## config.mk

```make
export PLATFORM = sky130hd
export DESIGN_NAME = esc_status
export DESIGN_NICKNAME = d
export VERILOG_FILES = /design/src/core/esc_pkg.sv /design/src/core/esc_sig_tracker.sv /design/src/core/esc_status.sv
export SDC_FILE = /design/constraint.sdc
export NUM_CORES = 1
export LEC_CHECK = 0
export ABC_AREA = 1
export BUFFER_PORTS_ARGS = -buffer_cell sky130_fd_sc_hd__buf_2
export CAP_MARGIN = 20
export CELL_PAD_IN_SITES_DETAIL_PLACEMENT = 1
export CELL_PAD_IN_SITES_GLOBAL_PLACEMENT = 1
export CORE_UTILIZATION = 40
export DETAILED_ROUTE_END_ITERATION = 8
export PLACE_DENSITY = 0.74
export REMOVE_ABC_BUFFERS = 1
export SETUP_SLACK_MARGIN = 0.5
export SLEW_MARGIN = 30
export SYNTH_ARGS = -nofsm -noshare
export SYNTH_HDL_FRONTEND = slang
export SYNTH_SLANG_ARGS = --single-unit
```

## constraint.sdc

```tcl
create_clock -name mclk_i -period 2.6 [get_ports mclk_i]
set_input_delay 0.65 -clock mclk_i [delete_from_list [all_inputs] [get_ports mclk_i]]
set_output_delay 0.65 -clock mclk_i [all_outputs]
set_load 0.005 [all_outputs]
```

## src/core/esc_pkg.sv

```systemverilog
// Purpose: Shared constants and types for the E1 signaling change status
// Assumes: 32-bit APB, register index times four gives the byte address
// Notes: Channel numbering is zero based inside the logic
package esc_pkg;

	// ------------------------------------------------------------------
	// Register indices and byte addresses
	// ------------------------------------------------------------------
	localparam logic [15:0] FRM_CTRL_IDX = 16'h010B;
	localparam logic [15:0] SIGCHG0_IDX = 16'h010D;
	localparam logic [15:0] SIGCHG3_IDX = 16'h0110;
	localparam logic [15:0] STATUS_IDX = 16'h0B04;
	localparam logic [15:0] MASK_IDX = 16'h0B14;
	localparam logic [15:0] CTRL_IDX = 16'h0B15;
	localparam logic [15:0] FRM_CTRL_ADDR = 16'h042C;
	localparam logic [15:0] SIGCHG0_ADDR = 16'h0434;
	localparam logic [15:0] SIGCHG1_ADDR = 16'h0438;
	localparam logic [15:0] SIGCHG2_ADDR = 16'h043C;
	localparam logic [15:0] SIGCHG3_ADDR = 16'h0440;
	localparam logic [15:0] STATUS_ADDR = 16'h2C10;
	localparam logic [15:0] MASK_ADDR = 16'h2C50;
	localparam logic [15:0] CTRL_ADDR = 16'h2C54;

	// ------------------------------------------------------------------
	// Field positions and reset values
	// ------------------------------------------------------------------
	localparam int CAS_FLAG_BIT = 7;
	localparam int NAT_FLAG_BIT = 6;
	localparam int SIG_FLAG_BIT = 5;
	localparam int THR_LSB = 5;
	localparam int THR_MSB = 6;
	localparam int CTRL_CAS_EN_BIT = 0;
	localparam logic [7:0] FRM_CTRL_RESET = 8'h00;
	localparam logic [7:0] MASK_RESET = 8'h00;
	localparam logic [7:0] CTRL_RESET = 8'h00;
	localparam logic [7:0] STATUS_RESET = 8'h00;
	localparam logic [7:0] FLAG_MASK = 8'hE0;

	// ------------------------------------------------------------------
	// Widths
	// ------------------------------------------------------------------
	localparam int SIG_CHANNELS = 30;
	localparam int CHAN_W = 5;
	localparam int NAT_W = 5;
	localparam int ABCD_W = 4;
	localparam int CNT_W = 3;

	// Register selected by an APB address
	typedef enum {
		ESC_SEL_NONE,
		ESC_SEL_FRM,
		ESC_SEL_SIG0,
		ESC_SEL_SIG1,
		ESC_SEL_SIG2,
		ESC_SEL_SIG3,
		ESC_SEL_STATUS,
		ESC_SEL_MASK,
		ESC_SEL_CTRL
	} esc_sel_type;

	// Reports from the receive framer detectors
	typedef struct packed {
		logic cas_pat_strobe;
		logic cas_pat_err;
		logic nfas_strobe;
		logic [NAT_W-1:0] nat_bits;
		logic sig_strobe;
		logic [CHAN_W-1:0] sig_chan;
		logic [ABCD_W-1:0] sig_abcd;
	} esc_det_type;

endpackage

```

## src/core/esc_sig_tracker.sv

```systemverilog
// Purpose: Remembers the ABCD bits of each signaling channel, flags changes
// Assumes: One channel report per strobe, same clock as the framer
// Notes: The first report of a channel after reset only primes the memory
`timescale 1ns/1ps
`default_nettype none

module esc_sig_tracker #(
	parameter int CHANNELS = esc_pkg::SIG_CHANNELS
) (
	input wire logic mclk_i,
	input wire logic rst_n_i,
	input wire logic strobe_i,
	input wire logic [esc_pkg::CHAN_W-1:0] chan_i,
	input wire logic [esc_pkg::ABCD_W-1:0] abcd_i,
	output logic chg_o,
	output logic [CHANNELS-1:0] chg_vec_o
);

	typedef struct packed {
		logic [CHANNELS-1:0][esc_pkg::ABCD_W-1:0] last;
		logic [CHANNELS-1:0] seen;
	} esc_trk_type;

	esc_trk_type st_reg;
	esc_trk_type st_next;
	logic in_range;
	logic hit;

	// Compare the new report with the remembered value of its channel
	assign in_range = chan_i < CHANNELS[esc_pkg::CHAN_W-1:0];
	assign hit = strobe_i && in_range && st_reg.seen[chan_i]
		&& (st_reg.last[chan_i] != abcd_i);
	assign chg_o = hit;

	// One-hot channel of the change
	genvar g;
	generate
		for (g = 0; g < CHANNELS; g++) begin : g_vec
			assign chg_vec_o[g] = hit
				&& (chan_i == esc_pkg::CHAN_W'(g));
		end
	endgenerate

	// Store the latest bits of the reported channel
	always_comb begin
		st_next = st_reg;
		if (strobe_i && in_range) begin
			st_next.last[chan_i] = abcd_i;
			st_next.seen[chan_i] = 1'b1;
		end
	end

	// State register
	always_ff @(posedge mclk_i or negedge rst_n_i) begin
		if (!rst_n_i) begin
			st_reg <= '0;
		end else begin
			st_reg <= st_next;
		end
	end

endmodule // esc_sig_tracker

`default_nettype wire

```

## src/core/esc_status.sv

```systemverilog
// Purpose: Signaling, national bit and CAS alignment change status for E1
// Assumes: Detector reports arrive on mclk_i; software uses APB
// Notes: Status and channel change registers clear the bits a read returns
//
// The APB register port and the placing of the registers were chosen for this implementation.
`timescale 1ns/1ps
`default_nettype none

// Contract
// - Loss of CAS alignment sets bit 7
// - Regaining CAS alignment also sets bit 7
// - Loss after programmed count of errored patterns
// - CAS and signaling flags only with CAS
// - National bit change sets bit 6
// - ABCD change in any channel sets bit 5
// - Per-channel change registers show the culprit
// - Flags show events since read; read clears
module esc_status #(
	parameter int ADDR_W = 16
) (
	input wire logic mclk_i,
	input wire logic rst_n_i,
	input wire logic psel,
	input wire logic penable,
	input wire logic pwrite,
	input wire logic [ADDR_W-1:0] paddr,
	input wire logic [31:0] pwdata,
	output logic [31:0] prdata,
	output logic pready,
	output logic pslverr,
	input wire esc_pkg::esc_det_type det_i,
	output logic cas_loss_o,
	output logic irq_o
);

	// ------------------------------------------------------------------
	// Types and state
	// ------------------------------------------------------------------
	typedef struct packed {
		logic [7:0] frm_ctrl;
		logic [7:0] ctrl;
		logic [7:0] mask;
		logic [7:0] status;
		logic [31:0] sig_chg;
		logic [esc_pkg::NAT_W-1:0] nat_last;
		logic nat_seen;
		logic [esc_pkg::CNT_W-1:0] err_cnt;
		logic cas_loss;
		logic [31:0] rdata;
		logic ready;
		logic slverr;
		logic irq;
	} esc_state_type;

	esc_state_type st_reg;
	esc_state_type st_next;

	logic cas_en;
	logic [esc_pkg::CNT_W-1:0] cas_thr;
	logic cas_declare;
	logic cas_clear;
	logic nat_chg;
	logic sig_chg_pulse;
	logic [esc_pkg::SIG_CHANNELS-1:0] sig_chg_vec;
	logic [7:0] ev;
	logic [31:0] sig_ev;
	logic acc_done;
	logic rd_done;
	logic wr_done;
	esc_pkg::esc_sel_type sel;

	// ------------------------------------------------------------------
	// Address decode and read mux
	// ------------------------------------------------------------------

	// Map a byte address to a register
	function automatic esc_pkg::esc_sel_type reg_sel(
		input logic [ADDR_W-1:0] a
	);
		logic [15:0] a16;
		a16 = 16'(a);
		case (a16)
			esc_pkg::FRM_CTRL_ADDR: reg_sel = esc_pkg::ESC_SEL_FRM;
			esc_pkg::SIGCHG0_ADDR: reg_sel = esc_pkg::ESC_SEL_SIG0;
			esc_pkg::SIGCHG1_ADDR: reg_sel = esc_pkg::ESC_SEL_SIG1;
			esc_pkg::SIGCHG2_ADDR: reg_sel = esc_pkg::ESC_SEL_SIG2;
			esc_pkg::SIGCHG3_ADDR: reg_sel = esc_pkg::ESC_SEL_SIG3;
			esc_pkg::STATUS_ADDR: reg_sel = esc_pkg::ESC_SEL_STATUS;
			esc_pkg::MASK_ADDR: reg_sel = esc_pkg::ESC_SEL_MASK;
			esc_pkg::CTRL_ADDR: reg_sel = esc_pkg::ESC_SEL_CTRL;
			default: reg_sel = esc_pkg::ESC_SEL_NONE;
		endcase
	endfunction

	// Read value of a register, upper bits zero
	function automatic logic [31:0] reg_read(
		input esc_pkg::esc_sel_type s,
		input esc_state_type q
	);
		case (s)
			esc_pkg::ESC_SEL_FRM: reg_read = {24'h000000, q.frm_ctrl};
			esc_pkg::ESC_SEL_SIG0: reg_read = {24'h000000, q.sig_chg[7:0]};
			esc_pkg::ESC_SEL_SIG1: reg_read = {24'h000000, q.sig_chg[15:8]};
			esc_pkg::ESC_SEL_SIG2: reg_read = {24'h000000, q.sig_chg[23:16]};
			esc_pkg::ESC_SEL_SIG3: reg_read = {24'h000000, q.sig_chg[31:24]};
			esc_pkg::ESC_SEL_STATUS: reg_read = {24'h000000, q.status};
			esc_pkg::ESC_SEL_MASK: reg_read = {24'h000000, q.mask};
			esc_pkg::ESC_SEL_CTRL: reg_read = {24'h000000, q.ctrl};
			default: reg_read = 32'h00000000;
		endcase
	endfunction

	assign sel = reg_sel(paddr);
	// Transfer completes at the edge where pready is seen high
	assign acc_done = psel && penable && st_reg.ready;
	assign rd_done = acc_done && !pwrite;
	assign wr_done = acc_done && pwrite;

	// ------------------------------------------------------------------
	// Event detection
	// ------------------------------------------------------------------

	// CAS flags carry meaning only while CAS is enabled
	// gate CAS events
	assign cas_en = st_reg.ctrl[esc_pkg::CTRL_CAS_EN_BIT];

	// Field value n means n+1 consecutive errored patterns
	// loss threshold select
	assign cas_thr = esc_pkg::CNT_W'(
		st_reg.frm_ctrl[esc_pkg::THR_MSB:esc_pkg::THR_LSB]) + 3'h1;

	// Declare on the errored pattern that reaches the threshold
	// declare loss
	assign cas_declare = cas_en && det_i.cas_pat_strobe
		&& det_i.cas_pat_err && !st_reg.cas_loss
		&& ((st_reg.err_cnt + 3'h1) >= cas_thr);

	// A clean pattern ends a declared loss
	// clear loss
	assign cas_clear = cas_en && det_i.cas_pat_strobe
		&& !det_i.cas_pat_err && st_reg.cas_loss;

	// National bits of non-FAS frames compared with the last ones
	// national bit compare
	assign nat_chg = det_i.nfas_strobe && st_reg.nat_seen
		&& (det_i.nat_bits != st_reg.nat_last);

	// Per-channel ABCD memory
	// channel compare
	esc_sig_tracker #(
		.CHANNELS(esc_pkg::SIG_CHANNELS)
	) u_trk (
		.mclk_i(mclk_i),
		.rst_n_i(rst_n_i),
		.strobe_i(det_i.sig_strobe && cas_en),
		.chan_i(det_i.sig_chan),
		.abcd_i(det_i.sig_abcd),
		.chg_o(sig_chg_pulse),
		.chg_vec_o(sig_chg_vec)
	);

	// Event vector in status layout
	always_comb begin
		ev = 8'h00;
		ev[esc_pkg::CAS_FLAG_BIT] = cas_declare || cas_clear;
		ev[esc_pkg::NAT_FLAG_BIT] = nat_chg;
		ev[esc_pkg::SIG_FLAG_BIT] = sig_chg_pulse;
		sig_ev = 32'h00000000;
		sig_ev[esc_pkg::SIG_CHANNELS-1:0] = sig_chg_vec;
	end

	// ------------------------------------------------------------------
	// Next state
	// ------------------------------------------------------------------
	always_comb begin
		st_next = st_reg;

		// Errored pattern counter and loss state, frozen without CAS
		if (cas_en && det_i.cas_pat_strobe) begin
			if (det_i.cas_pat_err) begin
				if (cas_declare) begin
					st_next.cas_loss = 1'b1;
					st_next.err_cnt = '0;
				end else if (!st_reg.cas_loss) begin
					st_next.err_cnt = st_reg.err_cnt + 3'h1;
				end
			end else begin
				st_next.err_cnt = '0;
				st_next.cas_loss = 1'b0;
			end
		end

		// Remember the national bits
		if (det_i.nfas_strobe) begin
			st_next.nat_last = det_i.nat_bits;
			st_next.nat_seen = 1'b1;
		end

		// Register writes
		if (wr_done) begin
			case (sel)
				esc_pkg::ESC_SEL_FRM: st_next.frm_ctrl = pwdata[7:0];
				esc_pkg::ESC_SEL_MASK: st_next.mask = pwdata[7:0];
				esc_pkg::ESC_SEL_CTRL: st_next.ctrl = pwdata[7:0];
				default: st_next.frm_ctrl = st_reg.frm_ctrl;
			endcase
		end

		// Read clears exactly the bits returned; new events win
		// clear on read
		st_next.status = st_reg.status;
		st_next.sig_chg = st_reg.sig_chg;
		if (rd_done) begin
			case (sel)
				esc_pkg::ESC_SEL_STATUS:
					st_next.status = st_reg.status & ~st_reg.rdata[7:0];
				esc_pkg::ESC_SEL_SIG0:
					st_next.sig_chg[7:0] = st_reg.sig_chg[7:0]
						& ~st_reg.rdata[7:0];
				esc_pkg::ESC_SEL_SIG1:
					st_next.sig_chg[15:8] = st_reg.sig_chg[15:8]
						& ~st_reg.rdata[7:0];
				esc_pkg::ESC_SEL_SIG2:
					st_next.sig_chg[23:16] = st_reg.sig_chg[23:16]
						& ~st_reg.rdata[7:0];
				esc_pkg::ESC_SEL_SIG3:
					st_next.sig_chg[31:24] = st_reg.sig_chg[31:24]
						& ~st_reg.rdata[7:0];
				default: st_next.status = st_reg.status;
			endcase
		end
		st_next.status = st_next.status | ev;
		st_next.sig_chg = st_next.sig_chg | sig_ev;

		// APB answer one cycle into the access phase
		st_next.ready = psel && penable && !st_reg.ready;
		st_next.rdata = 32'h00000000;
		st_next.slverr = 1'b0;
		if (psel && penable && !st_reg.ready) begin
			st_next.rdata = pwrite ? 32'h00000000 : reg_read(sel, st_reg);
			st_next.slverr = (sel == esc_pkg::ESC_SEL_NONE);
		end

		// Level interrupt from unmasked flags
		st_next.irq = |(st_next.status & st_next.mask);
	end

	// State register
	always_ff @(posedge mclk_i or negedge rst_n_i) begin
		if (!rst_n_i) begin
			st_reg <= '0;
			st_reg.frm_ctrl <= esc_pkg::FRM_CTRL_RESET;
			st_reg.ctrl <= esc_pkg::CTRL_RESET;
			st_reg.mask <= esc_pkg::MASK_RESET;
			st_reg.status <= esc_pkg::STATUS_RESET;
		end else begin
			st_reg <= st_next;
		end
	end

	// Outputs straight from flops
	assign prdata = st_reg.rdata;
	assign pready = st_reg.ready;
	assign pslverr = st_reg.slverr;
	assign cas_loss_o = st_reg.cas_loss;
	assign irq_o = st_reg.irq;
endmodule // esc_status

`default_nettype wire

```

==> results.sh <==
export IMPL_yosysWarningCount=0
export IMPL_clkTransAtPathRegs_ps=60
export IMPL_coreArea_um2=28900
export IMPL_yosysSeqAreaShare_pct=50.0
export IMPL_cts_root_buffer="clkbuf_16"
export IMPL_synth_area_um2=11800
export IMPL_track_usage_pct=24.0
export IMPL_synth_xor_area_share_pct=0.447
export IMPL_grt_max_degree=70
export IMPL_cp_num_buf_inv=5
export IMPL_fin_ws_ps=485
export IMPL_clk_latency_ps=540
export IMPL_p_int_mw=6.15
export IMPL_synth_cells=1516
export IMPL_setup_viol=0
export IMPL_place_inst=1975
export IMPL_drv_slew=0
export IMPL_drive_gt1_share_pct=17.1
export IMPL_min_period_over_period_pct=81.4
export IMPL_pwr_share_clk_pct=47.5
export IMPL_crit_family="buffers and inverters"
export IMPL_crit_slowest_cell="dfrtp_1"
export IMPL_cp_data_arrival_time_ps=2590
export IMPL_drtPass1Iterations=4
export IMPL_route_antenna_remaining_nets=0
export IMPL_fin_skew_ps=8.71
export IMPL_power_density_nw_per_um2=560
export IMPL_hold_viol=0
export IMPL_drc=0
export IMPL_hold_path_class="in2reg"
export IMPL_num_nets_final=1726
export IMPL_synth_seq_cells=235
export IMPL_cts_tree="yes"
export IMPL_fp_dieW_um=174
export IMPL_antenna_cells=0
export IMPL_synth_top_family_by_area="simple AND/OR/NAND/NOR gates"
export IMPL_path_max_fanout=3
export IMPL_io_buffers=58
export IMPL_pwr_share_seq_pct=45.8
export IMPL_grt_pass1_wl_mm=58.1
export IMPL_max_freq_mhz=473
export IMPL_final_common_cell="nand2_1"
export IMPL_antenna_found_initial=0
export IMPL_die_area_um2=30100
export IMPL_synth_simple_area_share_pct=30.2
export IMPL_drt_initial_drc_count=584
export IMPL_critPathCaptureType="flip-flop"
export IMPL_vias=10500
export IMPL_routedWlPerCell_um=17.6
export IMPL_max_cap_viol_count=0
export IMPL_post_place_ws_ps=-169
export IMPL_crit_type="reg2reg"
export IMPL_placed_area_um2=12800
export IMPL_muxShareOfSynthArea_pct=0
export IMPL_rsz0062_at_grt="true"
export IMPL_outcome="finished clean"
export IMPL_cp_cell_sequence="ha_4 > xor2_4 > ha_4 > nand2_2 > o211ai_1 > nand2_1 > buf_4 > buf_6 > buf_6 > buf_6 > buf_6 > nand2_2"
export IMPL_numCtsBuffers=28
export IMPL_p_leak_nw=7.30
export IMPL_slowest_delay_ps=410
export IMPL_chipHeight_um=174
export IMPL_sw_frac_of_total_pct=23.3
export IMPL_min_period_ps=2120
export IMPL_rows=62
export IMPL_start_kind="flip-flop"
export IMPL_p_switching_mw=1.87
export IMPL_htree_levels=1
export IMPL_dp_final_hpwl_mm=24.8
export IMPL_largest_reg_flops=150
export IMPL_fin_util_pct=49.7
export IMPL_combinationalPowerShare_pct=6.7
export IMPL_layout_common_cells="nand2_1 (617), dfrtp_1 (234), o21ai_0 (181), inv_1 (111), nor2_1 (79)"
export IMPL_fin_area_um2=14300
export IMPL_via_per_inst=5.10
export IMPL_clockBufferDepth=3
export IMPL_synth_compound_area_share_pct=9.95
export IMPL_clock_sinks=235
export IMPL_io_pins=107
export IMPL_start_util_pct=40.8
export IMPL_synth_fa_ha_area_share_pct=0.532
export IMPL_area_delta_synth_final_pct=21.8
export IMPL_required_ps=3070
export IMPL_yosysUniqueCellTypes=39
export IMPL_routed_wl_mm=36.1
export IMPL_grt_ovfl_total=0
export IMPL_cp_common_cell="buf_6"
export IMPL_grt_pass1_vias=11000
export IMPL_avgSynthCellArea_um2=7.76
export IMPL_place_gp_congestion=0.812
export IMPL_layout_cells_non_filler=2054
export IMPL_ir_worst_vdd_mv=0.480
-- synth_stat cells --
cell         n  area share [%]
inv_1      114             3.6
clkbuf_1    23            0.73
o21ai_0    183             7.8
nor4_4       1            0.18
o22ai_1     12            0.64
clkinv_1     2           0.064
inv_2        7            0.22
nand2_2      2            0.11
nand4_1     24             1.3
o31ai_1      1           0.064
nor4_2       1            0.11
nand2_1    623              20
buf_6       14             1.3
a22o_1       1           0.074
a31oi_1      4            0.21
dfrtp_1    235              50
ha_1         5            0.53
nor3_2       1           0.085
nor2_8       1            0.17
nand3_1     53             2.3
nor3b_2      1            0.11
o21ai_1      9            0.38
nand3_2     32             2.7
xor2_1       3            0.22
buf_2       11            0.47
nor2_1      82             2.6
o211ai_1     3            0.19
conb_1       1           0.032
a22oi_1      1           0.064
buf_4       37             2.4
nor2_2       1           0.053
nor4_1       2            0.11
and3_1       1           0.053
a21oi_1     11            0.47
o2111ai_1    1           0.074
nor3_1       7            0.30
xnor2_1      3            0.22
or2_2        1           0.053
nor2_4       2            0.19
-- worst min-delay path: cells and delay by family --
kind	cells	cell delay (ps)
buffers and inverters	1	90
AND/OR/NAND/NOR	2	100
-- routing by layer --
metal	routed length (um)	vias to the layer above	track usage (%)
met5	0	-	0
met1	16600	5201	32.8
li1	-	5048	-
met3	1280	47	2.92
met4	677	0	5.86
met2	17600	175	40.4
-- per-stage QoR --
step	hold slack (ps)	TNS, ps	power (mW)
5_1_grt	333	0	8.30
3_5_place_dp	442	-4330	4.22
6_report	343	0	8.03
4_1_cts	318	0	8.08
2_1_floorplan	354	-28280	3.90
3_3_place_gp	433	-2080	4.21
-- repair_timing --
| action | CTS | global route |
|---|---|---|
| setup endpoints to repair | 31 | 36 |
| pin swaps | 11 | 15 |
| hold buffers | 1 | 0 |
| hold endpoints to repair | 25 | 0 |
| gates cloned | 0 | 7 |
| resized for setup | 15 | 50 |
| setup buffers | 12 | 9 |
-- area by class of cell --
cell class                      instances  area, um2
Fill cell                            3605      14500
Sequential cell                       235       5880
Multi-Input combinational cell       1096       5100
Timing Repair Buffer                  165       1480
Clock buffer                           44        842
Inverter                              123        480
Tap cell                              384        480
Clock inverter                          6       55.1
Timing Repair inverter                  1       7.51
-- worst paths after layout --
check,cells after the start,from,end,slack (ps)
setup / recovery,12,st_reg[36]$_DFFE_PN0P_,cas_loss_o$_DFFE_PN0P_,480
hold / removal,3,det_i[12],st_reg[42]$_DFFE_PN0P_,340
max in group asynchronous,4,rst_n_i,u_trk.st_reg[132]$_DFFE_PN0P_,1240
hold reg to reg,2,u_trk.st_reg[8]$_DFFE_PN0P_,u_trk.st_reg[8]$_DFFE_PN0P_,450
min in group asynchronous,2,rst_n_i,pready$_DFF_PN0_,560
setup reg to reg,12,st_reg[36]$_DFFE_PN0P_,cas_loss_o$_DFFE_PN0P_,480
-- kinds of logic after synthesis --
kind of cell               count (synthesis)
buffers and inverters                    208
DFF                                      235
other                                      1
AOI/OAI and AO/OA                        226
xor gates and xnor gates                   6
and+or+nand+nor                          835
adders and majority gates                  5
-- power by group through the flow --
stage	Clock, mW	Combinational, mW	Sequential [mW]
2_1_floorplan	0	0.161	3.74
5_1_grt	4.03	0.595	3.67
4_1_cts	3.91	0.494	3.67
6_report	3.81	0.541	3.67
3_5_place_dp	0	0.477	3.74
3_3_place_gp	0	0.467	3.74
Note: power is estimated with default switching activity, not from simulation.
